<file path="src/clkr_defs.svh">
// offsets, field positions, reset values and codes for the clock ratio decoder
`ifndef CLKR_DEFS_SVH
`define CLKR_DEFS_SVH

// ==================================================
// register byte offsets
`define CLKR_ADDR_CFG      8'h00
`define CLKR_ADDR_RATIO    8'h04
`define CLKR_ADDR_CORE     8'h08
`define CLKR_ADDR_LBCTRL   8'h0C

// ==================================================
// reset config word low layout
`define CLKR_WORD_W        13
`define CLKR_MULT_LSB      0
`define CLKR_LBMODE_BIT    4
`define CLKR_MEMCK_BIT     5
`define CLKR_CORE_LSB      6

// ==================================================
// local bus control reset value and divider codes
`define CLKR_LBCTRL_RST    2'h0
`define CLKR_LBDIV_2       2'h0
`define CLKR_LBDIV_4       2'h1
`define CLKR_LBDIV_8       2'h2

// ==================================================
// multiplication and core ratio codes
`define CLKR_MULT_X16      4'h0
`define CLKR_MULT_RSV      4'h1
`define CLKR_MULT_HALF_MIN 4'h2
`define CLKR_MULT_HALF_MAX 4'h8
`define CLKR_CORE_X2_MIN   5'h02
`define CLKR_CORE_X2_MAX   5'h08

`endif

</file>
<file path="src/clkr_pkg.sv">
// types shared by the clock ratio decoder files
`default_nettype none
package clkr_pkg;

  // ==================================================
  // captured reset-time configuration
  typedef struct packed {
    logic [3:0] system_pll_mult_field;      // pll factor code
    logic       local_bus_unit_clock_mode;  // lbiu at 2x csb
    logic       memory_clock_mode;          // memory clock at 2x csb
    logic [6:0] core_field;  // core_ratio_field
    logic       clkin_div;   // input halving strap
    logic       host_mode;   // host or agent strap
  } clkr_cfg_s;

  // ==================================================
  // decoded ratios
  typedef struct packed {
    logic [4:0] sys_mult;    // pll multiplication factor
    logic [5:0] csb_ratio;   // csb : input clock
    logic [6:0] lbiu_ratio;  // lbiu : input clock
    logic [6:0] mem_ratio;   // memory bus clock : input clock
    logic [7:0] mem_rate;    // memory data rate : input clock
    logic [3:0] core_x2;     // twice core : csb
    logic [3:0] vco_div;     // core oscillator divider
    logic [7:0] core_vco_x2; // twice core oscillator : csb
    logic       mult_rsv;    // reserved multiplication code
    logic       core_rsv;    // reserved core code
  } clkr_ratio_s;

endpackage
`default_nettype wire

</file>
<file path="src/clkr_decoder.sv">
// clock ratio decoder top: reset capture, apb registers, local bus tick
`timescale 1ns/1ps
`default_nettype none
`include "clkr_defs.svh"

// Functional notes
// - four-bit field sets pll factor; 0=16, 1 reserved
// - csb ratio from multiplier and halving strap; clock modes do not affect it
// - halving strap doubles csb; codes 2..8 valid
// - local bus clock is lbiu divided by 2/4/8
// - lbiu clock one or two times csb
// - memory data moves at twice memory clock
// - host uses primary clock, agent uses pci clock
// - core ratio field sets core ratio; unlisted reserved
// - core oscillator equals core clock times divider
module clkr_decoder
  import clkr_pkg::*;
(
  input  wire logic                   CLOCK,
  input  wire logic                   RST_B,
  input  wire logic [`CLKR_WORD_W-1:0] CFG_WORD_LOW,
  input  wire logic                   CLKIN_DIV_STRAP,
  input  wire logic                   HOST_MODE_STRAP,
  input  wire logic                   PSEL,
  input  wire logic                   PENABLE,
  input  wire logic                   PWRITE,
  input  wire logic [7:0]             PADDR,
  input  wire logic [31:0]            PWDATA,
  output logic      [31:0]            PRDATA,
  output logic                        PREADY,
  output logic                        PSLVERR,
  output logic                        CFG_VALID,
  output logic                        REF_IS_PRIMARY,
  output logic      [5:0]             CSB_RATIO,
  output logic      [6:0]             LBIU_RATIO,
  output logic      [6:0]             MEM_CLK_RATIO,
  output logic      [7:0]             MEM_DATA_RATIO,
  output logic      [3:0]             CORE_RATIO_X2,
  output logic      [7:0]             CORE_VCO_RATIO_X2,
  output logic      [1:0]             CFG_RESERVED,
  output logic                        LB_TICK
);

  // ==================================================
  // declarations
  clkr_cfg_s   cfg_q;        // captured configuration
  clkr_cfg_s   cfg_d;        // next configuration
  logic        cap_done_q;   // capture taken
  logic        cap_done_d;   // next capture flag
  logic        valid_q;      // ratios settled
  logic        valid_d;      // next settled flag
  clkr_ratio_s dec;          // decoder output
  clkr_ratio_s ratio_q;      // registered ratios
  clkr_ratio_s ratio_d;      // next ratios
  logic [1:0]  lbdiv_q;      // local_bus_divider_field
  logic [1:0]  lbdiv_d;      // next divider field
  logic [4:0]  lb_period;    // tick period in clocks
  logic [3:0]  lb_cnt_q;     // tick counter
  logic [3:0]  lb_cnt_d;     // next tick counter
  logic        lb_tick_q;    // tick output flop
  logic        lb_tick_d;    // next tick
  logic        pready_q;     // apb ready flop
  logic        pready_d;     // next ready
  logic        pslverr_q;    // apb error flop
  logic        pslverr_d;    // next error
  logic [31:0] prdata_q;     // apb read data flop
  logic [31:0] prdata_d;     // next read data
  logic        hit;          // address decodes
  logic [31:0] rd_mux;       // selected read word

  // ==================================================
  // ratio decoder
  clkr_ratio_decode u_dec (
    .cfg   (cfg_q),
    .ratio (dec)
  );

  // ==================================================
  // reset-time capture, next values
  always_comb begin
    cfg_d      = cfg_q;
    cap_done_d = 1'b1;
    valid_d    = cap_done_q;
    ratio_d    = ratio_q;
    // first clock after reset release takes the straps once
    if (!cap_done_q) begin
      cfg_d.system_pll_mult_field     = CFG_WORD_LOW[`CLKR_MULT_LSB +: 4];
      cfg_d.local_bus_unit_clock_mode = CFG_WORD_LOW[`CLKR_LBMODE_BIT];
      cfg_d.memory_clock_mode         = CFG_WORD_LOW[`CLKR_MEMCK_BIT];
      cfg_d.core_field                = CFG_WORD_LOW[`CLKR_CORE_LSB +: 7];
      cfg_d.clkin_div                 = CLKIN_DIV_STRAP;
      cfg_d.host_mode                 = HOST_MODE_STRAP;
    end
    // ratios follow the captured word, then stand still
    if (cap_done_q) begin
      ratio_d = dec;
    end
  end

  // capture registers
  always_ff @(posedge CLOCK or negedge RST_B) begin
    if (!RST_B) begin
      cfg_q      <= '0;
      cap_done_q <= 1'b0;
      valid_q    <= 1'b0;
      ratio_q    <= '0;
    end else begin
      cfg_q      <= cfg_d;
      cap_done_q <= cap_done_d;
      valid_q    <= valid_d;
      ratio_q    <= ratio_d;
    end
  end

  // ==================================================
  // local bus tick divider, next values
  always_comb begin
    // divisor 2, 4 or 8 of lbiu; clock taken as lbiu at 2x csb
    unique case (lbdiv_q)
      `CLKR_LBDIV_2: lb_period = 5'h02;
      `CLKR_LBDIV_4: lb_period = 5'h04;
      default:       lb_period = 5'h08;
    endcase
    // lbiu at 1x csb runs half as fast
    if (!cfg_q.local_bus_unit_clock_mode) begin
      lb_period = {lb_period[3:0], 1'b0};
    end
    lb_tick_d = 1'b0;
    lb_cnt_d  = lb_cnt_q + 4'h1;
    if (!valid_q) begin
      lb_cnt_d = 4'h0;
    end else if ({1'b0, lb_cnt_q} >= lb_period - 5'h01) begin
      lb_cnt_d  = 4'h0;
      lb_tick_d = 1'b1;
    end
  end

  // tick registers
  always_ff @(posedge CLOCK or negedge RST_B) begin
    if (!RST_B) begin
      lb_cnt_q  <= 4'h0;
      lb_tick_q <= 1'b0;
    end else begin
      lb_cnt_q  <= lb_cnt_d;
      lb_tick_q <= lb_tick_d;
    end
  end

  // ==================================================
  // apb slave, next values
  always_comb begin
    hit = (PADDR == `CLKR_ADDR_CFG) || (PADDR == `CLKR_ADDR_RATIO) ||
          (PADDR == `CLKR_ADDR_CORE) || (PADDR == `CLKR_ADDR_LBCTRL);
    // read words
    unique case (PADDR)
      `CLKR_ADDR_CFG:    rd_mux = {16'h0000, valid_q, cfg_q.host_mode, cfg_q.clkin_div,
                                   cfg_q.core_field, cfg_q.memory_clock_mode,
                                   cfg_q.local_bus_unit_clock_mode,
                                   cfg_q.system_pll_mult_field};
      `CLKR_ADDR_RATIO:  rd_mux = {ratio_q.mem_rate, 1'b0, ratio_q.mem_ratio,
                                   1'b0, ratio_q.lbiu_ratio, 2'h0, ratio_q.csb_ratio};
      `CLKR_ADDR_CORE:   rd_mux = {6'h00, ratio_q.core_rsv, ratio_q.mult_rsv,
                                   ratio_q.core_vco_x2, 4'h0, ratio_q.vco_div,
                                   4'h0, ratio_q.core_x2};
      `CLKR_ADDR_LBCTRL: rd_mux = {30'h0000_0000, lbdiv_q};
      default:           rd_mux = 32'h0000_0000;
    endcase
    // one wait state: ready in the second access cycle
    pready_d  = PSEL && PENABLE && !pready_q;
    pslverr_d = pready_d && !hit;
    prdata_d  = (pready_d && !PWRITE) ? rd_mux : 32'h0000_0000;
    // write lands on the completing edge only
    lbdiv_d = lbdiv_q;
    if (PSEL && PENABLE && pready_q && PWRITE && PADDR == `CLKR_ADDR_LBCTRL) begin
      lbdiv_d = PWDATA[1:0];
    end
  end

  // apb registers
  always_ff @(posedge CLOCK or negedge RST_B) begin
    if (!RST_B) begin
      pready_q  <= 1'b0;
      pslverr_q <= 1'b0;
      prdata_q  <= 32'h0000_0000;
      lbdiv_q   <= `CLKR_LBCTRL_RST;
    end else begin
      pready_q  <= pready_d;
      pslverr_q <= pslverr_d;
      prdata_q  <= prdata_d;
      lbdiv_q   <= lbdiv_d;
    end
  end

  // ==================================================
  // outputs, all from flops
  assign PRDATA            = prdata_q;
  assign PREADY            = pready_q;
  assign PSLVERR           = pslverr_q;
  assign CFG_VALID         = valid_q;
  assign REF_IS_PRIMARY    = cfg_q.host_mode;
  assign CSB_RATIO         = ratio_q.csb_ratio;
  assign LBIU_RATIO        = ratio_q.lbiu_ratio;
  assign MEM_CLK_RATIO     = ratio_q.mem_ratio;
  assign MEM_DATA_RATIO    = ratio_q.mem_rate;
  assign CORE_RATIO_X2     = ratio_q.core_x2;
  assign CORE_VCO_RATIO_X2 = ratio_q.core_vco_x2;
  assign CFG_RESERVED      = {ratio_q.core_rsv, ratio_q.mult_rsv};
  assign LB_TICK           = lb_tick_q;
endmodule
`default_nettype wire

</file>
<file path="src/clkr_ratio_decode.sv">
// combinational decode of captured configuration into clock ratios
`timescale 1ns/1ps
`default_nettype none
`include "clkr_defs.svh"

module clkr_ratio_decode
  import clkr_pkg::*;
(
  input  wire clkr_cfg_s   cfg,
  output var  clkr_ratio_s ratio
);

  // ==================================================
  // ratio decode
  always_comb begin
    ratio = '0;
    // multiplication factor, 0 means 16, 1 reserved
    if (cfg.system_pll_mult_field == `CLKR_MULT_X16) begin
      ratio.sys_mult = 5'h10;
    end else begin
      ratio.sys_mult = {1'b0, cfg.system_pll_mult_field};
    end
    ratio.mult_rsv = (cfg.system_pll_mult_field == `CLKR_MULT_RSV);
    // halving strap doubles csb and limits the codes
    if (cfg.clkin_div) begin
      ratio.csb_ratio = {ratio.sys_mult, 1'b0};
      if (cfg.system_pll_mult_field < `CLKR_MULT_HALF_MIN ||
          cfg.system_pll_mult_field > `CLKR_MULT_HALF_MAX) begin
        ratio.mult_rsv = 1'b1;
      end
    end else begin
      ratio.csb_ratio = {1'b0, ratio.sys_mult};
    end
    // lbiu is one or two times csb
    ratio.lbiu_ratio = cfg.local_bus_unit_clock_mode ? {ratio.csb_ratio, 1'b0}
                                                     : {1'b0, ratio.csb_ratio};
    // memory clock one or two times csb, data on both edges
    ratio.mem_ratio = cfg.memory_clock_mode ? {ratio.csb_ratio, 1'b0}
                                            : {1'b0, ratio.csb_ratio};
    ratio.mem_rate = {ratio.mem_ratio, 1'b0};
    // core ratio in half steps, unlisted codes reserved
    ratio.core_x2 = cfg.core_field[3:0];
    if (cfg.core_field[4:0] < `CLKR_CORE_X2_MIN || cfg.core_field[4:0] > `CLKR_CORE_X2_MAX) begin
      ratio.core_rsv = 1'b1;
    end
    // oscillator divider 2, 4 or 8; 11 reserved
    unique case (cfg.core_field[6:5])
      2'h0: ratio.vco_div = 4'h2;
      2'h1: ratio.vco_div = 4'h4;
      2'h2: ratio.vco_div = 4'h8;
      default: begin
        ratio.vco_div  = 4'h8;
        ratio.core_rsv = 1'b1;
      end
    endcase
    ratio.core_vco_x2 = 8'({4'h0, ratio.core_x2} * {4'h0, ratio.vco_div});
  end

endmodule
`default_nettype wire

</file>
<file path="config.mk">
export PLATFORM = sky130hd
export DESIGN_NAME = clkr_decoder
export DESIGN_NICKNAME = d
export VERILOG_FILES = /design/src/clkr_pkg.sv /design/src/clkr_decoder.sv /design/src/clkr_ratio_decode.sv
export VERILOG_INCLUDE_DIRS = /design/src
export SDC_FILE = /design/constraint.sdc
export NUM_CORES = 1
export LEC_CHECK = 0
export ABC_CLOCK_PERIOD_IN_PS = 2600
export BUFFER_PORTS_ARGS = -buffer_cell sky130_fd_sc_hd__buf_2
export CORE_ASPECT_RATIO = 1.4
export CORE_UTILIZATION = 48
export CTS_CLUSTER_SIZE = 10
export DETAILED_ROUTE_END_ITERATION = 6
export HOLD_SLACK_MARGIN = 0.03
export PLACE_DENSITY = 0.75
export REMOVE_ABC_BUFFERS = 1
export SYNTH_ARGS = -nofsm -noshare
export SYNTH_HDL_FRONTEND = slang
export SYNTH_HIERARCHICAL = 1
export SYNTH_SLANG_ARGS = --single-unit
</file>
<file path="constraint.sdc">
create_clock -name CLOCK -period 2.6 [get_ports CLOCK]
set_clock_uncertainty 0.1 [all_clocks]
set_input_delay 0.52 -clock CLOCK [delete_from_list [all_inputs] [get_ports CLOCK]]
set_output_delay 0.52 -clock CLOCK [all_outputs]
set_load 0.05 [all_outputs]
</file>
# After elaboration in Yosys (flattened, before gate mapping)
# Cells that the tools add are included.
# totals
word_cells	74
ff_bits	96
out_inout_bits	79
# classes
n_mul	1
eq_ne	7
order_cmp	5
n_reduce_logical	20
mux	17
add_sub_neg	2
# ops
operator	n
32-bit case mux with 4 select lines	1
32-bit 2-to-1 mux	1
8-bit by 4-bit equality test with 1-bit output (second input constant)	2
4-bit case mux with 2 select lines	2
7-bit 2-to-1 mux	2
5-bit 2-to-1 mux	2
8-bit by 3-bit equality test with 1-bit output (second input constant)	1
8-bit logical NOT	1
4-bit by 4-bit multiplier with 8-bit output	1
4-bit 2-to-1 mux	2
1-bit logical AND	7
1-bit 2-to-1 mux	6
6-bit 2-to-1 mux	1
4-bit by 5-bit >= comparator with 1-bit output	1
5-bit by 4-bit > comparator with 1-bit output (second input constant)	1
1-bit logical OR	5
5-bit by 2-bit < comparator with 1-bit output (second input constant)	1
5-bit by 1-bit subtractor with 5-bit output (second input constant)	1
4-bit by 1-bit adder with 4-bit output (second input constant)	1
2-bit by 1-bit equality test with 1-bit output (second input constant)	2
4-bit by 1-bit equality test with 1-bit output (second input constant)	1
4-bit > comparator (second input constant)	1
2-bit logical NOT	2
4-bit logical NOT	1
4 further kinds	6

# Longest topological paths before layout
# Gate-level depths: netlist (run 1).
# depth
depth_word	7
ltp_mapped	10

# Cells and area by module
# Netlist (run 1), hierarchy kept.
# by_module_without_submodules
mod	area_each_um2	instances	seq_area_each_um2	cells_each
clkr_decoder	4454.3	1	2602.5	328
clkr_ratio_decode	774.5	1	0.0	111

# Worst setup path after synthesis (run 1)
# Ideal clock, no wire load.
# synth_path
path_type	register -> register
start	reg cfg_q[8] in the netlist's numbering
end	reg ratio_q (netlist bit CORE_VCO_RATIO_X2[5])
setup_ns	0.125
required_time_ns	2.375
path_stages_with_launch	10
arrival_ns	2.431
setup_slack_ns	-0.056
cell_sequence	dfrtp_1 nor2b_1 and2_1 fa_1 ha_1 ha_1 inv_1 fa_1 inv_1 mux2_2
# synth_rtl
element	line	text
from (decl)	clkr_decoder.sv:46	clkr_cfg_s cfg_q;
from (signal assigned)	clkr_decoder.sv:108	cfg_q <= cfg_d;
to (signal assigned)	clkr_decoder.sv:111	ratio_q <= ratio_d;
to (decl)	clkr_decoder.sv:53	clkr_ratio_s ratio_q;

==> impl_metrics.env, run 1 <==
export IMPL_outcome="finished, violations left"
export IMPL_violations="negative setup slack"
export IMPL_post_route_cells_drive_above_1_share_pct=48.6
export IMPL_synthCells=434
export IMPL_start_kind="register"
export IMPL_critical_path_class="reg -> reg"
export IMPL_rsz0062_at_grt="yes"
export IMPL_grt_max_degree=57
export IMPL_max_slew_margin_rel_pct=26.0
export IMPL_vias=3303
export IMPL_post_dp_cell_area_mm2=0.00551
export IMPL_diodes=0
export IMPL_top_layer="met4"
export IMPL_crit_arrival_ns=2.80
export IMPL_critPathMaxStageDelay_ns=0.51
export IMPL_start_util_pct=49.7
export IMPL_grt_pass1_vias=3497
export IMPL_crit_family="adder cells"
export IMPL_syn_avg_cell_area_um2=12.0
export IMPL_whs_endpoint="cfg_q[13]$_DFFE_PN0N_"
export IMPL_drtIter0Drc=214
export IMPL_wl_met3_um=306
export IMPL_row_count=44
export IMPL_totalWireLength_um=11000
export IMPL_hold_viol_final=0
export IMPL_tightest_slew_ns=1.11
export IMPL_wire_per_inst_um=17.1
export IMPL_drc=0
export IMPL_setup_viol=2
export IMPL_holdWs_ns=0.298
export IMPL_clk_pin_slew_ns=0.07
export IMPL_dr_wl_met2_um=5880
export IMPL_drt_pass1_iter_count=4
export IMPL_end_kind="register"
export IMPL_hold_path_depth=2
export IMPL_yosysWarnings=6
export IMPL_regToRegSetupSlack_ns=-0.07
export IMPL_crit_chain="nor2b_4, and2_4, fa_2, ha_4, ha_4, inv_2, fa_2, inv_2, mux2_4"
export IMPL_insertion_delay_ns=0.35
export IMPL_clock_sinks=104
export IMPL_fillCellCount=924
export IMPL_timing_final_crit_share_pct=103
export IMPL_min_period_ns=2.67
export IMPL_syn_area_mm2=0.00520
export IMPL_drtAntennaViolNets=0
export IMPL_critPathBufInv=2
export IMPL_via_per_inst=5.14
export IMPL_gp_congestion=0.853
export IMPL_crit_required_ns=2.73
export IMPL_io_pin_count=139
export IMPL_cts_made_buffers=9
export IMPL_wl_met1_um=4550
export IMPL_slew_violations=0
export IMPL_hold_class="in -> reg"
export IMPL_grtUsageTotal_pct=20.6
export IMPL_peakVddDrop_v=0.000369
export IMPL_coreArea_mm2=0.0105
export IMPL_dieHeight_um=125
export IMPL_layout_nets=575
export IMPL_cts_htree_levels=3
export IMPL_grt_overflow=0
export IMPL_p_leak_nw=2.97
export IMPL_maxCapViolations=0
export IMPL_die_w_um=90
export IMPL_p_per_area_mw_per_mm2=759
export IMPL_tritoncts="yes"
export IMPL_clock_fmax_mhz=375
export IMPL_cp_slowest_cell="fa_2"
export IMPL_place_hpwl_um=7930
export IMPL_place_port_buffers=108
export IMPL_layout_setup_ws_ns=-0.0696
export IMPL_hp_start="CFG_WORD_LOW[2]"
export IMPL_critPathMaxFanout=5
export IMPL_r2r_start="cfg_q[8]$_DFFE_PN0N_"
export IMPL_design_area_mm2=0.00593
export IMPL_worst_r2r_path_depth=9
export IMPL_cts_path_max_buffers=2
export IMPL_clockRootBuffer="clkbuf_16"
export IMPL_syn2layout_area_growth_pct=14.0
export IMPL_dieArea_mm2=0.0113
export IMPL_crit_reg2reg_capture="CORE_VCO_RATIO_X2[5]$_DFFE_PN0P_"
export IMPL_grt_pass1_wl_um=17900
export IMPL_grt_antenna_before_repair=0
==> power by group <==
part / internal (mW) / switching, mW
clock: 0.756 / 0.618
combinational: 0.405 / 0.778
sequential: 1.78 / 0.165
total: 2.94 / 1.56
==> layout by cell type, fill, tap and decap left out, types with 3 or more instances in the layout <==
cell type / instances
a21oi_1: 18
a22oi_1: 11
and2_1: 11
and3_1: 7
buf_2: 107
buf_4: 21
clkbuf_16: 9
clkinvlp_4: 3
conb_1: 4
dfrtp_1: 102
ha_1: 10
ha_4: 3
inv_1: 12
mux2_2: 62
mux2i_1: 14
nand2_1: 14
nand3_1: 3
nor2_1: 23
nor3_2: 5
nor4b_2: 3
or2_2: 7
xnor2_1: 5
==> what timing repair did <==
item / 4_1_cts / 5_1_grt
endpoints found under the setup margin: 3 / 3
pin swaps: 9 / 2
buffers inserted: 3 / 0
resized for setup: 21 / 2
hold buffers: 1 / 0
endpoints found under the hold margin: 25 / 0
==> layout make-up <==
| cell class | count | area [um^2] | area share, % |
|---|---|---|---|
| clock inverters | 7 | 81.3 | 1.37 |
| inverters | 14 | 52.6 | 0.886 |
| repair buffers | 132 | 746 | 12.6 |
| multi-input cells | 238 | 2050 | 34.6 |
| clock buffers | 9 | 225 | 3.80 |
| flip-flops and latches | 104 | 2610 | 43.9 |
| well taps | 138 | 173 | 2.91 |
==> registers in the layout, summed over array words and instances (netlist names) <==
| signal | flops |
|---|---|
| PRDATA | 32 |
| cfg_q | 14 |
| CORE_VCO_RATIO_X2 | 8 |
| MEM_DATA_RATIO | 8 |
| LBIU_RATIO | 7 |
| MEM_CLK_RATIO | 7 |
| CSB_RATIO | 6 |
| CORE_RATIO_X2 | 4 |
| lb_cnt_q | 4 |
| ratio_q | 4 |
| CFG_RESERVED | 2 |
| lbdiv_q | 2 |
| CFG_VALID | 1 |
| LB_TICK | 1 |
| PREADY | 1 |
| PSLVERR | 1 |
| REF_IS_PRIMARY | 1 |
| cap_done_q | 1 |
==> how the worst max path moves through the flow <==
stage | startpoint | end | slack [ns] | cells after the start
global route | cfg_q[8]$_DFFE_PN0N_ | CORE_VCO_RATIO_X2[5]$_DFFE_PN0P_ | -0.13 | 11
finish | cfg_q[8]$_DFFE_PN0N_ | CORE_VCO_RATIO_X2[5]$_DFFE_PN0P_ | -0.07 | 9
floorplan | cfg_q[8]$_DFFE_PN0N_ | CORE_VCO_RATIO_X2[5]$_DFFE_PN0P_ | -0.06 | 9
global placement | cfg_q[8]$_DFFE_PN0N_ | CORE_VCO_RATIO_X2[5]$_DFFE_PN0P_ | -0.06 | 9
detailed placement | cfg_q[8]$_DFFE_PN0N_ | CORE_VCO_RATIO_X2[6]$_DFFE_PN0P_ | -0.11 | 11
CTS | cfg_q[8]$_DFFE_PN0N_ | CORE_VCO_RATIO_X2[5]$_DFFE_PN0P_ | -0.06 | 11
==> worst reg2reg max path: stages, from the launching register on <==
cell	delay, ns
dfrtp_2	0.47
nor2b_4	0.15
and2_4	0.15
fa_2	0.44
ha_4	0.29
ha_4	0.12
inv_2	0.03
fa_2	0.51
inv_2	0.03
mux2_4	0.24
==> stage by stage <==
step | setup TNS (ns) | setup WS (ns) | total power, mW | cells | utilization [%]
2_1_floorplan | -0.112 | -0.0568 | 2.74 | 356 | -
3_3_place_gp | -0.123 | -0.0649 | 3.08 | 622 | 52.6
3_5_place_dp | -0.284 | -0.109 | 3.12 | 622 | 52.6
4_1_cts | -0.0603 | -0.0594 | 4.54 | 642 | 56.6
5_1_grt | -0.280 | -0.131 | 4.70 | 642 | 56.7
6_report | -0.0771 | -0.0696 | 4.51 | 642 | 56.7
==> per-layer routing <==
metal | vias to the layer above | track usage (%)
met5 | - | 0
met4 | 0 | 8.35
met1 | 1657 | 25.0
met3 | 18 | 3.53
met2 | 74 | 36.1
li1 | 1554 | -
Power figures use the tool's default switching activity.
==> run 2, diff against run 1 <==
--- a/config.mk
+++ b/config.mk
@@ -6,14 +6,14 @@
 export SDC_FILE = /design/constraint.sdc
 export NUM_CORES = 1
 export LEC_CHECK = 0
-export ABC_CLOCK_PERIOD_IN_PS = 2600
+export ABC_CLOCK_PERIOD_IN_PS = 3400
 export BUFFER_PORTS_ARGS = -buffer_cell sky130_fd_sc_hd__buf_2
 export CORE_ASPECT_RATIO = 1.4
-export CORE_UTILIZATION = 48
+export CORE_UTILIZATION = 55
 export CTS_CLUSTER_SIZE = 10
 export DETAILED_ROUTE_END_ITERATION = 6
 export HOLD_SLACK_MARGIN = 0.03
-export PLACE_DENSITY = 0.75
+export PLACE_DENSITY = 0.81
 export REMOVE_ABC_BUFFERS = 1
 export SYNTH_ARGS = -nofsm -noshare
 export SYNTH_HDL_FRONTEND = slang
==> constraint.sdc (replaced) <==
create_clock -name CLOCK -period 3.4 [get_ports CLOCK]
set_clock_uncertainty 0.1 [all_clocks]
set_input_delay 0.68 -clock CLOCK [delete_from_list [all_inputs] [get_ports CLOCK]]
set_output_delay 0.68 -clock CLOCK [all_outputs]
set_load 0.05 [all_outputs]
==> impl_metrics.env, run 2 (synthesis gave the netlist of run 1 again) <==
export IMPL_setup_tns_ns=0
export IMPL_timing_final_crit_share_pct=87.3
export IMPL_pwr_share_clk_pct=30.6
export IMPL_clk_pin_slew_ns=0.07
export IMPL_layout_nets=560
export IMPL_end_kind="register"
export IMPL_drtIter0Drc=273
export IMPL_cts_htree_levels=3
export IMPL_wire_per_inst_um=17.7
export IMPL_slew_violations=0
export IMPL_critPathMaxFanout=10
export IMPL_grt_pass1_vias=3321
export IMPL_ctsResizeCount=0
export IMPL_crit_arrival_ns=3.10
export IMPL_swShare_pct=33.9
export IMPL_outcome="finished, violations left"
export IMPL_clockRootBuffer="clkbuf_16"
export IMPL_holdWs_ns=0.235
export IMPL_p_seq_share_pct=44.7
export IMPL_design_area_mm2=0.00568
export IMPL_gp_congestion=0.824
export IMPL_critical_path_class="reg -> reg"
export IMPL_grt_max_degree=61
export IMPL_insertion_delay_ns=0.35
export IMPL_worst_r2r_path_depth=9
export IMPL_postCtsSetupBuffers=0
export IMPL_dieArea_mm2=0.00986
export IMPL_syn2layout_area_growth_pct=9.23
export IMPL_die_w_um=84.2
export IMPL_place_hpwl_um=7600
export IMPL_place_ws_ns=0.502
export IMPL_tritoncts="yes"
export IMPL_grt_antenna_before_repair=0
export IMPL_grt_pass1_wl_um=16900
export IMPL_cts_path_max_buffers=2
export IMPL_regToRegSetupSlack_ns=0.43
export IMPL_place_port_buffers=108
export IMPL_drc=14
export IMPL_diodes=0
export IMPL_hold_buffers=0
export IMPL_grt_overflow=0
export IMPL_r2r_start="cfg_q[8]$_DFFE_PN0N_"
export IMPL_grtUsageTotal_pct=22.8
export IMPL_via_per_inst=5.56
export IMPL_post_dp_cell_area_mm2=0.00539
export IMPL_p_sw_mw=1.14
export IMPL_post_route_cells_drive_above_1_share_pct=44.0
export IMPL_layout_setup_ws_ns=0.432
export IMPL_pwr_share_comb_pct=24.7
export IMPL_largest_reg_flops=32
export IMPL_setup_viol=0
export IMPL_start_util_pct=57.3
export IMPL_final_cell_mix="buf_2 (107), dfrtp_1 (103), mux2_2 (63)"
export IMPL_hold_viol_final=0
export IMPL_coreArea_mm2=0.00908
export IMPL_row_count=41
export IMPL_p_total_mw=3.37
export IMPL_internal_power_mw=2.23
export IMPL_io_pin_count=139
export IMPL_maxCapViolations=0
export IMPL_max_slew_margin_rel_pct=57.1
export IMPL_clock_sinks=104
export IMPL_vias=3313
export IMPL_fillCellCount=729
export IMPL_cts_made_buffers=9
export IMPL_min_period_ns=2.97
export IMPL_p_per_area_mw_per_mm2=593
export IMPL_p_leak_nw=2.89
export IMPL_peakVddDrop_v=0.000335
export IMPL_tightest_slew_ns=0.644
export IMPL_clock_fmax_mhz=337
export IMPL_drt_pass1_iter_count=6
export IMPL_start_kind="register"
export IMPL_crit_required_ns=3.53
export IMPL_dieHeight_um=117
export IMPL_final_common_cell="buf_2"
export IMPL_drtAntennaViolNets=0
export IMPL_crit_reg2reg_capture="CORE_VCO_RATIO_X2[5]$_DFFE_PN0P_"
export IMPL_totalWireLength_um=10600
export IMPL_hold_class="in -> async"
export IMPL_rsz0062_at_grt="no"
export IMPL_violations="design-rule violations"
## run 2: worst max path at each step
stage                         startpoint                               end
floorplan           cfg_q[8]$_DFFE_PN0N_  CORE_VCO_RATIO_X2[5]$_DFFE_PN0P_
global placement    cfg_q[8]$_DFFE_PN0N_  CORE_VCO_RATIO_X2[5]$_DFFE_PN0P_
finish              cfg_q[8]$_DFFE_PN0N_  CORE_VCO_RATIO_X2[5]$_DFFE_PN0P_
detailed placement  cfg_q[8]$_DFFE_PN0N_  CORE_VCO_RATIO_X2[6]$_DFFE_PN0P_
global route        cfg_q[8]$_DFFE_PN0N_  CORE_VCO_RATIO_X2[5]$_DFFE_PN0P_
CTS                 cfg_q[8]$_DFFE_PN0N_  CORE_VCO_RATIO_X2[6]$_DFFE_PN0P_
## run 2: cell type report
type | count | area, um^2 | area share (%)
tap | 107 | 134 | 2.36
sequential | 104 | 2600 | 45.8
timing repair buffer | 117 | 623 | 11.0
clock inverter | 5 | 56.3 | 0.991
clock buffer | 11 | 243 | 4.27
inverter | 14 | 52.6 | 0.924
multi-input combinational | 238 | 1970 | 34.7
## run 2: critical path, stage by stage (launching register included)
cell	delay, ns
dfrtp_1	0.47
nor2_1	0.36
and2_1	0.21
fa_1	0.43
ha_1	0.30
ha_1	0.16
inv_1	0.06
fa_1	0.48
inv_1	0.04
mux2_2	0.25
## run 2: stage by stage
stage	instances	utilization, %
floorplan	356	-
global placement	580	59.3
detailed placement	580	59.3
CTS	596	62.6
global route	596	62.6
finish	596	62.6
## run 2: metal layers
layer / GRT usage, % / vias to the layer above / share of wire, %
li1: - / 1516 / -
met1: 27.3 / 1662 / 40
met2: 38.5 / 108 / 53
met3: 4.56 / 27 / 3.8
met4: 13.8 / 0 / 3.2
met5: 0 / - / 0
## run 2: power by group through the flow
stage | Clock (mW) | Sequential [mW] | Combinational (mW)
floorplan | 0 | 1.82 | 0.277
global placement | 0 | 1.52 | 0.812
detailed placement | 0 | 1.53 | 0.836
CTS | 1.05 | 1.50 | 0.838
global route | 1.10 | 1.53 | 0.889
finish | 1.03 | 1.51 | 0.834
==> run 3, diff against run 2 <==
--- a/config.mk
+++ b/config.mk
@@ -6,6 +6,7 @@
 export SDC_FILE = /design/constraint.sdc
 export NUM_CORES = 1
 export LEC_CHECK = 0
+export ABC_AREA = 1
 export ABC_CLOCK_PERIOD_IN_PS = 3400
 export BUFFER_PORTS_ARGS = -buffer_cell sky130_fd_sc_hd__buf_2
 export CORE_ASPECT_RATIO = 1.4
@@ -13,8 +14,7 @@
 export CTS_CLUSTER_SIZE = 10
 export DETAILED_ROUTE_END_ITERATION = 6
 export HOLD_SLACK_MARGIN = 0.03
-export PLACE_DENSITY = 0.81
-export REMOVE_ABC_BUFFERS = 1
+export PLACE_DENSITY = 0.8
 export SYNTH_ARGS = -nofsm -noshare
 export SYNTH_HDL_FRONTEND = slang
 export SYNTH_HIERARCHICAL = 1
==> impl_metrics.env, run 3 <==
export IMPL_outcome="complete, no violations"
export IMPL_drt_pass1_iter_count=4
export IMPL_pwr_share_comb_pct=23.1
export IMPL_tritoncts="yes"
export IMPL_setup_tns_ns=0
export IMPL_yosysWarnings=6
export IMPL_peakVddDrop_v=0.000302
export IMPL_path_common_cell="inv_1"
export IMPL_diodes=0
export IMPL_coreArea_mm2=0.00962
export IMPL_die_w_um=86.7
export IMPL_synthCells=601
export IMPL_place_hpwl_um=8090
export IMPL_swShare_pct=34.2
export IMPL_crit_chain="nor2_1, inv_1, nor2_1, fa_1, ha_1, ha_1, inv_1, fa_1, inv_1, mux2_2"
export IMPL_largest_reg_flops=32
export IMPL_p_seq_share_pct=44.8
export IMPL_slew_violations=0
export IMPL_clockRootBuffer="clkbuf_16"
export IMPL_syn_avg_cell_area_um2=9.20
export IMPL_stdcell_count=786
export IMPL_dieArea_mm2=0.0105
export IMPL_crit_arrival_ns=3.04
export IMPL_hold_viol_final=0
export IMPL_vias=3878
export IMPL_dieHeight_um=121
export IMPL_critPathLaunch="cfg_q[8]$_DFFE_PN0N_"
export IMPL_cts_htree_levels=3
export IMPL_io_pin_count=139
export IMPL_drc=0
export IMPL_totalWireLength_um=11100
export IMPL_row_count=42
export IMPL_setup_viol=0
export IMPL_grt_pass1_wl_um=18600
export IMPL_tightest_slew_ns=0.595
export IMPL_place_port_buffers=108
export IMPL_worst_r2r_path_depth=10
export IMPL_clock_fmax_mhz=344
export IMPL_p_total_mw=3.27
export IMPL_max_slew_margin_rel_pct=60.4
export IMPL_grtUsageTotal_pct=23.3
export IMPL_final_common_cell="nand2_1"
export IMPL_min_period_ns=2.91
export IMPL_p_per_area_mw_per_mm2=542
export IMPL_grt_overflow=0
export IMPL_hold_class="in -> async"
export IMPL_critical_path_class="reg -> reg"
export IMPL_syn2layout_area_growth_pct=9.33
export IMPL_grt_pass1_vias=3844
export IMPL_crit_required_ns=3.53
export IMPL_drtAntennaViolNets=0
export IMPL_final_core_util_pct=62.8
export IMPL_clk_pin_slew_ns=0.07
export IMPL_post_route_cells_drive_above_1_share_pct=32.9
export IMPL_syn_area_mm2=0.00553
export IMPL_cts_path_max_buffers=2
export IMPL_ctsResizeCount=0
export IMPL_grt_max_degree=61
export IMPL_cts_made_buffers=9
export IMPL_cp_slowest_cell="dfrtp_1"
export IMPL_clock_sinks=104
export IMPL_p_sw_mw=1.12
export IMPL_maxCapViolations=0
export IMPL_critPathMaxFanout=10
export IMPL_p_leak_nw=3.12
export IMPL_internal_power_mw=2.15
export IMPL_start_kind="register"
export IMPL_rsz0062_at_grt="no"
export IMPL_regToRegSetupSlack_ns=0.49
export IMPL_r2r_start="cfg_q[8]$_DFFE_PN0N_"
export IMPL_start_util_pct=57.5
export IMPL_placed_cells=770
export IMPL_wire_per_inst_um=14.1
export IMPL_insertion_delay_ns=0.34
export IMPL_critPathMaxStageDelay_ns=0.49
export IMPL_pwr_share_clk_pct=32.1
export IMPL_drtIter0Drc=228
export IMPL_gp_congestion=0.849
export IMPL_timing_final_crit_share_pct=85.6
export IMPL_grt_antenna_before_repair=0
export IMPL_via_per_inst=4.93
export IMPL_postCtsSetupBuffers=0
export IMPL_crit_reg2reg_capture="CORE_VCO_RATIO_X2[5]$_DFFE_PN0P_"
export IMPL_hold_buffers=0
export IMPL_final_cell_mix="nand2_1 (113), buf_2 (107), dfrtp_1 (103)"
export IMPL_end_kind="register"
export IMPL_layout_nets=725
-- run 3: cell count changes in the layout (fill, tap and decap cells not counted), moves of 16 or more --
cell,previous run,this run
nand2_1,16,113
inv_1,14,75
o21ai_0,2,35
mux2_2,63,33
nor2_2,0,18
nor2_1,24,41
nand3_1,3,19
nor2_4,0,16
-- run 3: metal layers --
metal  share of wire (%)  up-vias  track usage, %
met1                  41     1853            28.6
met2                  53      108            40.2
met4                 2.4        0            9.06
li1                    -     1898               -
met3                 3.8       19            4.57
met5                   0        -               0
-- run 3: worst max-delay path by stage --
stage,endpoint,cells past startpoint
finish,CORE_VCO_RATIO_X2[5]$_DFFE_PN0P_,10
global route,CORE_VCO_RATIO_X2[6]$_DFFE_PN0P_,10
CTS,CORE_VCO_RATIO_X2[5]$_DFFE_PN0P_,10
detailed placement,CORE_VCO_RATIO_X2[6]$_DFFE_PN0P_,10
global placement,CORE_VCO_RATIO_X2[5]$_DFFE_PN0P_,10
floorplan,CORE_VCO_RATIO_X2[5]$_DFFE_PN0P_,11
-- run 3: final cells by class --
class,count,area (um^2)
Multi-Input combinational cell,343,2080
Sequential cell,104,2600
Clock inverter,6,67.6
Fill cell,804,3570
Timing Repair Buffer,110,583
Clock buffer,10,239
Tap cell,132,165
Inverter,81,304
-- run 3: per-stage QoR --
step / hold slack, ns / instance area, um^2 / setup slack, ns
detailed placement: 0.376 / 5740 / 0.517
global route: 0.263 / 6040 / 0.275
global placement: 0.359 / 5740 / 0.610
floorplan: 0.249 / 5540 / 0.664
CTS: 0.247 / 6040 / 0.511
finish: 0.223 / 6040 / 0.489
-- run 3: worst max-delay path: cells and delay by family (launching register included) --
kind | cells | cell delay [ns]
fa+ha+maj | 4 | 1.41
flops | 1 | 0.49
simple gates | 2 | 0.37
mux | 1 | 0.25
buf+inv | 3 | 0.18
-- run 3: power groups by stage --
stage,clock network [mW],logic (mW),registers [mW]
6_report,1.05,0.756,1.47
5_1_grt,1.12,0.818,1.48
4_1_cts,1.06,0.762,1.47
3_5_place_dp,0,0.758,1.49
3_3_place_gp,0,0.736,1.48
2_1_floorplan,0,0.683,1.47
